`config.mk`:
```
export PLATFORM = sky130hd
export DESIGN_NAME = floppy_status_reporting
export DESIGN_NICKNAME = d
export VERILOG_FILES = /design/src/verilog/floppy_status_pkg.sv /design/src/verilog/floppy_status_reporting.sv
export VERILOG_INCLUDE_DIRS = /design/src /design/src/verilog
export SDC_FILE = /design/constraint.sdc
export NUM_CORES = 1
export LEC_CHECK = 0
export BUFFER_PORTS_ARGS = -buffer_cell sky130_fd_sc_hd__clkbuf_2
export CAP_MARGIN = 20
export CORE_MARGIN = 3
export CORE_UTILIZATION = 45
export CTS_CLUSTER_DIAMETER = 40
export CTS_CLUSTER_SIZE = 16
export DETAILED_ROUTE_END_ITERATION = 12
export GPL_ROUTABILITY_DRIVEN = 0
export PLACE_DENSITY = 0.68
export RECOVER_POWER = 100
export SYNTH_ARGS = -nofsm -noshare
export SYNTH_HDL_FRONTEND = slang
export SYNTH_SLANG_ARGS = --single-unit
```
`constraint.sdc`:
```
create_clock -name sys_clk -period 4.4 [get_ports sys_clk]
set_input_delay 0.88 -clock sys_clk [delete_from_list [all_inputs] [get_ports sys_clk]]
set_output_delay 0.88 -clock sys_clk [all_outputs]
set_load 0.02 [all_outputs]
```
`src/verilog/floppy_status_defs.svh`:
```
// Functional notes
// Result byte one encodes outcome code
// Result bytes carry status zero, one, two
// Status zero top bits classify termination
// Seek done flag after finished seek
// Equipment fault: drive fault or 77 steps
// Not ready or side one on single-sided
// Capture head and unit at interrupt
// Flag sector past end of cylinder
// Unused status bits always read zero
// Flag CRC failure in ID or data
// Host slow servicing byte flags overrun
// Flag sector not found or bad ID
// Flag write attempt on protected medium
// Flag missing address mark cases
// Flag deleted data mark met
// Flag CRC failure in data field
// Flag wrong or bad cylinder number
// Scan equal hit and scan unmet flags
// Flag missing data mark in field
// Status three shows live drive inputs
// Status three shows select outputs driven
// Status holds until next command; reads harmless
`ifndef FLOPPY_STATUS_DEFS_SVH
`define FLOPPY_STATUS_DEFS_SVH

`define ADDR_W 5
`define OFS_RESULT 5'h00
`define OFS_RESULT5 5'h04
`define OFS_TERM 5'h08
`define OFS_XFER 5'h0c
`define OFS_FIELD 5'h10
`define OFS_DRIVE 5'h14
`define OFS_CTRL 5'h18
`define OFS_LIMIT 5'h1c

`define RC_OK 8'h00
`define RC_GENERAL 8'h01
`define RC_UNSUPPORTED 8'h02
`define RC_ABSENT 8'h03
`define RC_INVALID 8'h04
`define RC_XFER 8'h05
`define RC_CTRL 8'h06
`define RC_BUSY 8'hff

`define TC_NORMAL 2'h0
`define TC_ABNORMAL 2'h1
`define TC_INVALID 2'h2
`define TC_READY_LOST 2'h3

`define STEP_LIMIT 7'h4d
`define INDEX_LIMIT 2'h2
`define BAD_CYL 8'hff
`define LIMIT_RESET 16'h0040
`define CTRL_RESET 2'h3
`define CTRL_PRESENT 0
`define CTRL_SUPPORTED 1

`endif

```
`src/verilog/floppy_status_pkg.sv`:
```
package floppy_status_pkg;

    typedef enum logic [1:0] {
        MODE_IDLE = 2'b01,
        MODE_RUN = 2'b10
    } mode_t;

    typedef enum logic [3:0] {
        CMD_READ_DATA = 4'h0,
        CMD_WRITE_DATA = 4'h1,
        CMD_WRITE_DELETED = 4'h2,
        CMD_FORMAT = 4'h3,
        CMD_SCAN = 4'h4,
        CMD_READ_ID = 4'h5,
        CMD_SEEK = 4'h6,
        CMD_RECALIBRATE = 4'h7,
        CMD_OTHER = 4'h8,
        CMD_INVALID = 4'hf
    } cmd_kind_t;

    typedef struct packed {
        mode_t mode;
        cmd_kind_t kind;
        logic [1:0] termination_code;
        logic seek_done;
        logic equipment_fault;
        logic drive_not_ready;
        logic head_side;
        logic drive_unit_bit1;
        logic drive_unit_bit0;
        logic end_of_cylinder;
        logic id_or_data_crc_fault;
        logic overrun;
        logic sector_not_located;
        logic write_protected_refusal;
        logic missing_address_flag;
        logic deleted_mark_seen;
        logic data_field_crc_fault;
        logic wrong_track_id;
        logic scan_match;
        logic scan_unmet;
        logic bad_track_id;
        logic absent_data_mark;
        logic scan_any_hit;
        logic [6:0] steps;
        logic [1:0] index_count;
        logic service_pending;
        logic [15:0] service_count;
        logic [15:0] service_limit;
        logic [1:0] ctrl;
        logic ack;
        logic [31:0] rdata;
    } state_t;

endpackage : floppy_status_pkg

```
`src/verilog/floppy_status_reporting.sv`:
```
`timescale 1ns/100ps
`include "floppy_status_defs.svh"

module floppy_status_reporting
(
    input wire logic sys_clk,
    input wire logic rst_n,
    input wire logic ce,
    // Avalon-MM slave
    input wire logic [4:0] avs_address,
    input wire logic avs_read,
    input wire logic avs_write,
    input wire logic [31:0] avs_writedata,
    output logic [31:0] avs_readdata,
    output logic avs_waitrequest,
    // Command engine events
    input wire logic cmd_start,
    input wire logic [3:0] cmd_kind,
    input wire logic cmd_end,
    input wire logic step_pulse,
    input wire logic index_pulse,
    input wire logic id_mark_found,
    input wire logic sector_past_end,
    input wire logic id_crc_error,
    input wire logic data_crc_error,
    input wire logic sector_missing,
    input wire logic data_mark_missing,
    input wire logic deleted_mark_met,
    input wire logic cyl_valid,
    input wire logic [7:0] cyl_read,
    input wire logic [7:0] target_id_store,
    input wire logic scan_equal,
    input wire logic scan_last_sector,
    input wire logic xfer_request,
    input wire logic xfer_serviced,
    // Drive side
    input wire logic drive_fault_state,
    input wire logic write_protect_state,
    input wire logic drive_ready_state,
    input wire logic track_zero_state,
    input wire logic double_sided_state,
    input wire logic side_select,
    input wire logic [1:0] unit_select,
    // Status
    output logic busy,
    output logic [7:0] result_code
);

    //****************************************
    // Helpers
    //****************************************
    function automatic logic is_rw(input logic [3:0] k);
        is_rw = (k == floppy_status_pkg::CMD_READ_DATA) || (k == floppy_status_pkg::CMD_WRITE_DATA)
            || (k == floppy_status_pkg::CMD_WRITE_DELETED) || (k == floppy_status_pkg::CMD_FORMAT)
            || (k == floppy_status_pkg::CMD_SCAN) || (k == floppy_status_pkg::CMD_READ_ID);
    endfunction : is_rw

    function automatic logic is_write(input logic [3:0] k);
        is_write = (k == floppy_status_pkg::CMD_WRITE_DATA) || (k == floppy_status_pkg::CMD_WRITE_DELETED)
            || (k == floppy_status_pkg::CMD_FORMAT);
    endfunction : is_write

    floppy_status_pkg::state_t st;
    floppy_status_pkg::state_t next_st;
    logic [7:0] term_val;
    logic [7:0] xfer_val;
    logic [7:0] field_val;
    logic [7:0] drive_val;
    logic running;
    logic any_error;
    logic [31:0] read_val;

    //****************************************
    // Register views
    //****************************************
    assign term_val = {st.termination_code, st.seek_done, st.equipment_fault, st.drive_not_ready,
        st.head_side, st.drive_unit_bit1, st.drive_unit_bit0};
    assign xfer_val = {st.end_of_cylinder, 1'b0, st.id_or_data_crc_fault, st.overrun,
        1'b0, st.sector_not_located, st.write_protected_refusal, st.missing_address_flag};
    assign field_val = {1'b0, st.deleted_mark_seen, st.data_field_crc_fault, st.wrong_track_id,
        st.scan_match, st.scan_unmet, st.bad_track_id, st.absent_data_mark};
    assign drive_val = {drive_fault_state, write_protect_state, drive_ready_state, track_zero_state,
        double_sided_state, side_select, unit_select};
    assign running = (st.mode == floppy_status_pkg::MODE_RUN);
    assign busy = running;
    assign any_error = st.equipment_fault | st.drive_not_ready | st.end_of_cylinder
        | st.id_or_data_crc_fault | st.overrun | st.sector_not_located | st.write_protected_refusal
        | st.missing_address_flag | st.data_field_crc_fault | st.wrong_track_id | st.scan_unmet
        | st.absent_data_mark;

    //****************************************
    // Result code
    //****************************************
    always_comb
    begin
        if (!st.ctrl[`CTRL_PRESENT])
            result_code = `RC_ABSENT;
        else if (!st.ctrl[`CTRL_SUPPORTED])
            result_code = `RC_UNSUPPORTED;
        else if (running)
            result_code = `RC_BUSY;
        else if (st.termination_code == `TC_INVALID)
            result_code = `RC_INVALID;
        else if (st.termination_code == `TC_READY_LOST)
            result_code = `RC_GENERAL;
        else if (st.overrun)
            result_code = `RC_XFER;
        else if (st.termination_code == `TC_ABNORMAL)
            result_code = `RC_CTRL;
        else
            result_code = `RC_OK;
    end

    always_comb
    begin
        case (avs_address)
            `OFS_RESULT: read_val = {field_val, xfer_val, term_val, result_code};
            `OFS_RESULT5: read_val = 32'h0000_0000;
            `OFS_TERM: read_val = {24'h00_0000, term_val};
            `OFS_XFER: read_val = {24'h00_0000, xfer_val};
            `OFS_FIELD: read_val = {24'h00_0000, field_val};
            `OFS_DRIVE: read_val = {24'h00_0000, drive_val};
            `OFS_CTRL: read_val = {30'h0000_0000, st.ctrl};
            `OFS_LIMIT: read_val = {16'h0000, st.service_limit};
            default: read_val = 32'h0000_0000;
        endcase
    end

    assign avs_waitrequest = (avs_read | avs_write) & ~st.ack;
    assign avs_readdata = st.rdata;

    //****************************************
    // Next state
    //****************************************
    always_comb
    begin
        next_st = st;
        // Bus: one wait cycle, reads have no side effect
        next_st.ack = (avs_read | avs_write) & ~st.ack;
        if (avs_read && !st.ack)
            next_st.rdata = read_val;
        if (avs_write && st.ack && avs_address == `OFS_CTRL)
            next_st.ctrl = avs_writedata[1:0];
        if (avs_write && st.ack && avs_address == `OFS_LIMIT)
            next_st.service_limit = avs_writedata[15:0];

        case (st.mode)
            floppy_status_pkg::MODE_IDLE:
            begin
                if (cmd_start)
                begin
                    // Flags clear only when a new command begins
                    next_st.kind = floppy_status_pkg::cmd_kind_t'(cmd_kind);
                    next_st.termination_code = `TC_NORMAL;
                    next_st.seek_done = 1'b0;
                    next_st.equipment_fault = 1'b0;
                    next_st.end_of_cylinder = 1'b0;
                    next_st.id_or_data_crc_fault = 1'b0;
                    next_st.overrun = 1'b0;
                    next_st.sector_not_located = 1'b0;
                    next_st.write_protected_refusal = 1'b0;
                    next_st.missing_address_flag = 1'b0;
                    next_st.deleted_mark_seen = 1'b0;
                    next_st.data_field_crc_fault = 1'b0;
                    next_st.wrong_track_id = 1'b0;
                    next_st.scan_match = 1'b0;
                    next_st.scan_unmet = 1'b0;
                    next_st.bad_track_id = 1'b0;
                    next_st.absent_data_mark = 1'b0;
                    next_st.scan_any_hit = 1'b0;
                    next_st.steps = 7'h00;
                    next_st.index_count = 2'h0;
                    next_st.service_pending = 1'b0;
                    next_st.service_count = 16'h0000;
                    next_st.drive_not_ready = is_rw(cmd_kind)
                        && (!drive_ready_state || (side_select && !double_sided_state));
                    next_st.head_side = side_select;
                    next_st.drive_unit_bit1 = unit_select[1];
                    next_st.drive_unit_bit0 = unit_select[0];
                    if (cmd_kind == floppy_status_pkg::CMD_INVALID)
                        next_st.termination_code = `TC_INVALID;
                    else if (next_st.drive_not_ready)
                        next_st.termination_code = `TC_ABNORMAL;
                    else
                        next_st.mode = floppy_status_pkg::MODE_RUN;
                end
            end
            floppy_status_pkg::MODE_RUN:
            begin
                if (drive_fault_state)
                    next_st.equipment_fault = 1'b1;
                if (st.kind == floppy_status_pkg::CMD_RECALIBRATE && step_pulse && !track_zero_state)
                begin
                    next_st.steps = st.steps + 7'h01;
                    if (st.steps + 7'h01 == `STEP_LIMIT)
                        next_st.equipment_fault = 1'b1;
                end
                if (sector_past_end)
                    next_st.end_of_cylinder = 1'b1;
                if (id_crc_error || data_crc_error)
                    next_st.id_or_data_crc_fault = 1'b1;
                if (data_crc_error)
                    next_st.data_field_crc_fault = 1'b1;
                if (sector_missing && (st.kind == floppy_status_pkg::CMD_READ_DATA
                    || st.kind == floppy_status_pkg::CMD_WRITE_DELETED || st.kind == floppy_status_pkg::CMD_SCAN))
                    next_st.sector_not_located = 1'b1;
                if (st.kind == floppy_status_pkg::CMD_READ_ID && id_crc_error)
                    next_st.sector_not_located = 1'b1;
                if (is_write(st.kind) && write_protect_state)
                    next_st.write_protected_refusal = 1'b1;
                if (data_mark_missing)
                begin
                    next_st.missing_address_flag = 1'b1;
                    next_st.absent_data_mark = 1'b1;
                end
                // Two index pulses with no identifier mark
                if (id_mark_found)
                    next_st.index_count = 2'h0;
                else if (is_rw(st.kind) && index_pulse && st.index_count != `INDEX_LIMIT)
                begin
                    next_st.index_count = st.index_count + 2'h1;
                    if (st.index_count + 2'h1 == `INDEX_LIMIT)
                        next_st.missing_address_flag = 1'b1;
                end
                if (deleted_mark_met && (st.kind == floppy_status_pkg::CMD_READ_DATA
                    || st.kind == floppy_status_pkg::CMD_SCAN))
                    next_st.deleted_mark_seen = 1'b1;
                if (cyl_valid && cyl_read != target_id_store)
                begin
                    next_st.wrong_track_id = 1'b1;
                    if (cyl_read == `BAD_CYL)
                        next_st.bad_track_id = 1'b1;
                end
                if (st.kind == floppy_status_pkg::CMD_SCAN)
                begin
                    if (scan_equal)
                    begin
                        next_st.scan_match = 1'b1;
                        next_st.scan_any_hit = 1'b1;
                    end
                    if (scan_last_sector && !st.scan_any_hit && !scan_equal)
                        next_st.scan_unmet = 1'b1;
                end
                // Host service window per transfer byte
                if (xfer_serviced)
                begin
                    next_st.service_pending = 1'b0;
                    next_st.service_count = 16'h0000;
                end
                else if (xfer_request || st.service_pending)
                begin
                    next_st.service_pending = 1'b1;
                    next_st.service_count = st.service_count + 16'h0001;
                    if (st.service_count + 16'h0001 >= st.service_limit)
                        next_st.overrun = 1'b1;
                end
                // Ready loss aborts only read and write kinds

                if (!drive_ready_state && is_rw(st.kind))
                begin
                    next_st.termination_code = `TC_READY_LOST;
                    next_st.head_side = side_select;
                    next_st.drive_unit_bit1 = unit_select[1];
                    next_st.drive_unit_bit0 = unit_select[0];
                    next_st.mode = floppy_status_pkg::MODE_IDLE;
                end
                else if (cmd_end)
                begin
                    if (st.kind == floppy_status_pkg::CMD_SEEK || st.kind == floppy_status_pkg::CMD_RECALIBRATE)
                        next_st.seek_done = 1'b1;
                    next_st.head_side = side_select;
                    next_st.drive_unit_bit1 = unit_select[1];
                    next_st.drive_unit_bit0 = unit_select[0];
                    next_st.termination_code = (any_error || next_st.overrun || next_st.equipment_fault
                        || next_st.missing_address_flag || next_st.sector_not_located
                        || next_st.id_or_data_crc_fault) ? `TC_ABNORMAL : `TC_NORMAL;
                    next_st.mode = floppy_status_pkg::MODE_IDLE;
                end
            end
            default:
                next_st.mode = floppy_status_pkg::MODE_IDLE;
        endcase
    end

    //****************************************
    // State register
    //****************************************
    always_ff @(posedge sys_clk)
    begin
        if (!rst_n)
        begin
            st <= '0;
            st.mode <= floppy_status_pkg::MODE_IDLE;
            st.kind <= floppy_status_pkg::CMD_OTHER;
            st.service_limit <= `LIMIT_RESET;
            st.ctrl <= `CTRL_RESET;
        end
        else if (ce)
            st <= next_st;
    end
endmodule : floppy_status_reporting

```
==> results.md <==
- Status: finished, violations left
- Failing checks: max-capacitance violations, max-slew violations
- Slew Viols, Final: 75
- Leak: 2.340 nW
- Placed Instances: 938
- Port Buf Inserts: 108
- Synth Warn #: 0
- Int Pwr: 1.459 mW
- Post-CTS setup buffer count: 0
- Fraction of layout instances using a drive strength above 1: 13.10%
- Hpwl dp: 11.82 mm
- CTS tree: yes
- Clock power frac: 41.7%
- Final ANT Viol Nets: 0
- Crit share post-route: 72.52%
- Sequential share of power: 48.0%
- Commonest non-fill, non-tap cells in the layout: 101 x dfxtp_1, 93 x nor2_1, 83 x a21oi_1, 81 x nand2_1, 66 x clkbuf_2
- Sw Ratio: 26.06%
- Unrepaired setup endpoints after global routing: no
- VDD IR max: 0.1542 mV
- Diodes inserted: 0
- Synth Cell Area: 0.005669 sq mm
- Initial antenna violation count: 0
- Switch Pwr: 514.1 uW
- Minimum hold slack: 455.1 ps
- Hold Path Class: reg -> reg
- Slew headroom: -21.75%
- CP Capture Type: register
- Synth Register Bits: 101
- Worst Skew: 7.943 ps
- Total Power: 1.973 mW
- I/O pins: 128
- Combinational group share of total power: 10.3%
- Core area: 0.01216 sq mm
- Grt ovf: 0
- Synthesized instance count: 724
- Largest net degree at the start of global routing: 57
- P&R area growth vs syn: 10.64%
- CTS resizes: 0
- Hold buffers post-CTS: 0
- Maxcap violations: 2
- Setup violations, final: 0
- Synth async-reset ratio: 0%
- CTS Sinks: 101
- Cell variety after synth: 60
- Clock Latency Late Sink: 340 ps
- Row count: 40
- Post-layout nets: 890
- Worst Tran Pin Value: 1812 ps
- Htree depth: 3
- Most common cell after layout, fill and taps aside: dfxtp_1
- Syn Area/Cell: 7.830 sq um
- DR vias/cell: 5.633
- Pwr per Cell Area: 314.5 mW/mm^2
- Main synth FF type: dfxtp_1
- Min Tclk post-route: 3191 ps
- Avg WL per Cell: 16.36 microns
- CP Launch Type: input port
- Die area: 0.01398 sq mm
- Hold Vio Cnt, Final: 0
- TNS Setup: 0 ps
- CTS root buffer: clkbuf_16
- Peak Freq: 313.4 MHz
- WL final: 15.61 mm
- Drt initial violations: 383
- Setup CP Type: in -> reg
- Register clock-pin slew on the reported worst setup and hold paths: 70 ps
- Die width: 118.2 microns
- Post-synth EDFFs: 0
- CTS Buffer Depth: 2
- Num CTS Buffers: 9
- Number of global-route vias before repair: 5144
- DRC: 0
- Critical path data arrival time: 3400 ps
- First-pass GRT wire length: 25.33 mm
- Fin cells: 954
- Number of fill cells: 1223
- Initial core utilization: 46.62%
- Post-synthesis sequential area ratio: 35.67%
- TritonRoute pass-1 iters: 5
- Via Count: 5374
- Die height: 118.2 microns
- Worst path required time: 4610 ps
- GRT Util Overall: 21.82%
- Critical path fanouts, max: 56
routing by layer:
layer | GRT usage [%] | up-vias | routed length, microns
met1 | 28.70 | 2548 | 6953
met3 | 3.780 | 24 | 1075
met2 | 36.55 | 188 | 7297
li1 | - | 2614 | -
met4 | 6.667 | 0 | 285
met5 | 0 | - | 0
cell usage after synthesis, types with 3 or more instances:
cell type | instances | area, sq um
a31o_2 | 3 | 26.28
nor3b_2 | 3 | 37.54
o21a_1 | 3 | 22.52
nor3_2 | 6 | 60.06
a31oi_1 | 7 | 43.79
nand2_1 | 81 | 304.0
nor4_1 | 8 | 50.05
and2_1 | 3 | 18.77
nand3_1 | 35 | 175.2
and3_1 | 5 | 31.28
o21ai_0 | 17 | 85.08
or3_1 | 4 | 25.02
buf_4 | 37 | 277.8
nor2b_1 | 4 | 25.02
ha_1 | 23 | 287.8
a211oi_1 | 3 | 22.52
a211o_1 | 3 | 26.28
xor2_1 | 18 | 157.7
or2_2 | 3 | 18.77
mux2i_1 | 9 | 90.09
a21o_1 | 5 | 37.54
nor3b_1 | 3 | 22.52
a22oi_1 | 31 | 232.7
nor3_1 | 12 | 60.06
dfxtp_1 | 101 | 2022
o211ai_1 | 5 | 37.54
nor2_1 | 93 | 349.1
buf_2 | 5 | 25.02
nand4_1 | 8 | 50.05
clkbuf_1 | 25 | 93.84
a21oi_1 | 83 | 415.4
inv_1 | 26 | 97.59
nand2b_1 | 9 | 56.30
xnor2_1 | 9 | 78.83
mux2_2 | 3 | 33.78
final cells by class:
class	instances	area (sq um)	share of cell area (%)
Tap cell	168	210.2	3.351
Sequential cell	101	2022	32.24
Multi-Input combinational cell	528	3117	49.69
Timing Repair Buffer	113	510.5	8.139
Clock buffer	10	239.0	3.810
Clock inverter	6	68.82	1.097
Inverter	28	105.1	1.676
path summary, 6_finish.rpt:
kind	cells past startpoint	from	slack [ps]	end
max	4	rst_n	1210	st[61]$_SDFFE_PN0P_
min	2	avs_readdata[24]$_SDFFE_PN0P_	460	avs_readdata[24]$_SDFFE_PN0P_
max reg2reg	10	st[53]$_SDFFE_PN0P_	1390	st[88]$_SDFFE_PN0P_
min reg2reg	2	avs_readdata[24]$_SDFFE_PN0P_	460	avs_readdata[24]$_SDFFE_PN0P_
stage by stage:
stage | area [sq um] | utilization [%] | worst slack [ps]
3_5_place_dp | 6053 | 49.77 | 1425
5_1_grt | 6272 | 51.57 | 918.8
2_1_floorplan | 5677 | - | 1702
3_3_place_gp | 6053 | 49.77 | 1436
4_1_cts | 6361 | 52.30 | 1387
6_report | 6272 | 51.57 | 1209
cells by family (layout without fill, tap and decap cells):
kind of cell             after synthesis  after routing  synth area share, %
AO/OA/AOI/OAI                        173            173                18.83
flip-flops                           101            101                35.67
buffers and inverters                 97            157                9.115
adder cells (fa/ha/maj)               23             23                5.076
XOR/XNOR                              27             27                4.171
AND/OR/NAND/NOR                      290            290                24.90
other                                  1              3              0.06615
multiplexers                          12             12                2.185
state kept, by name (all words and copies together), names as in the netlist:
| signal | cells |
|---|---|
| st | 65 |
| avs_readdata | 29 |
| field_val | 7 |
worst max-delay path, cell delays in order:
cell	delay, ps
clkbuf_1	400
inv_1	1420
clkbuf_1	560
nor2_1	110
power groups by stage:
stage	registers (mW)	clock network, mW	logic [mW]
after floorplan	0.958	0	0.135
after CTS	0.945	0.830	0.207
after global routing	0.947	0.870	0.226
after global placement	0.965	0	0.201
final	0.946	0.823	0.204
after detailed placement	0.966	0	0.205
Note: power is estimated with default switching activity, not from simulation.
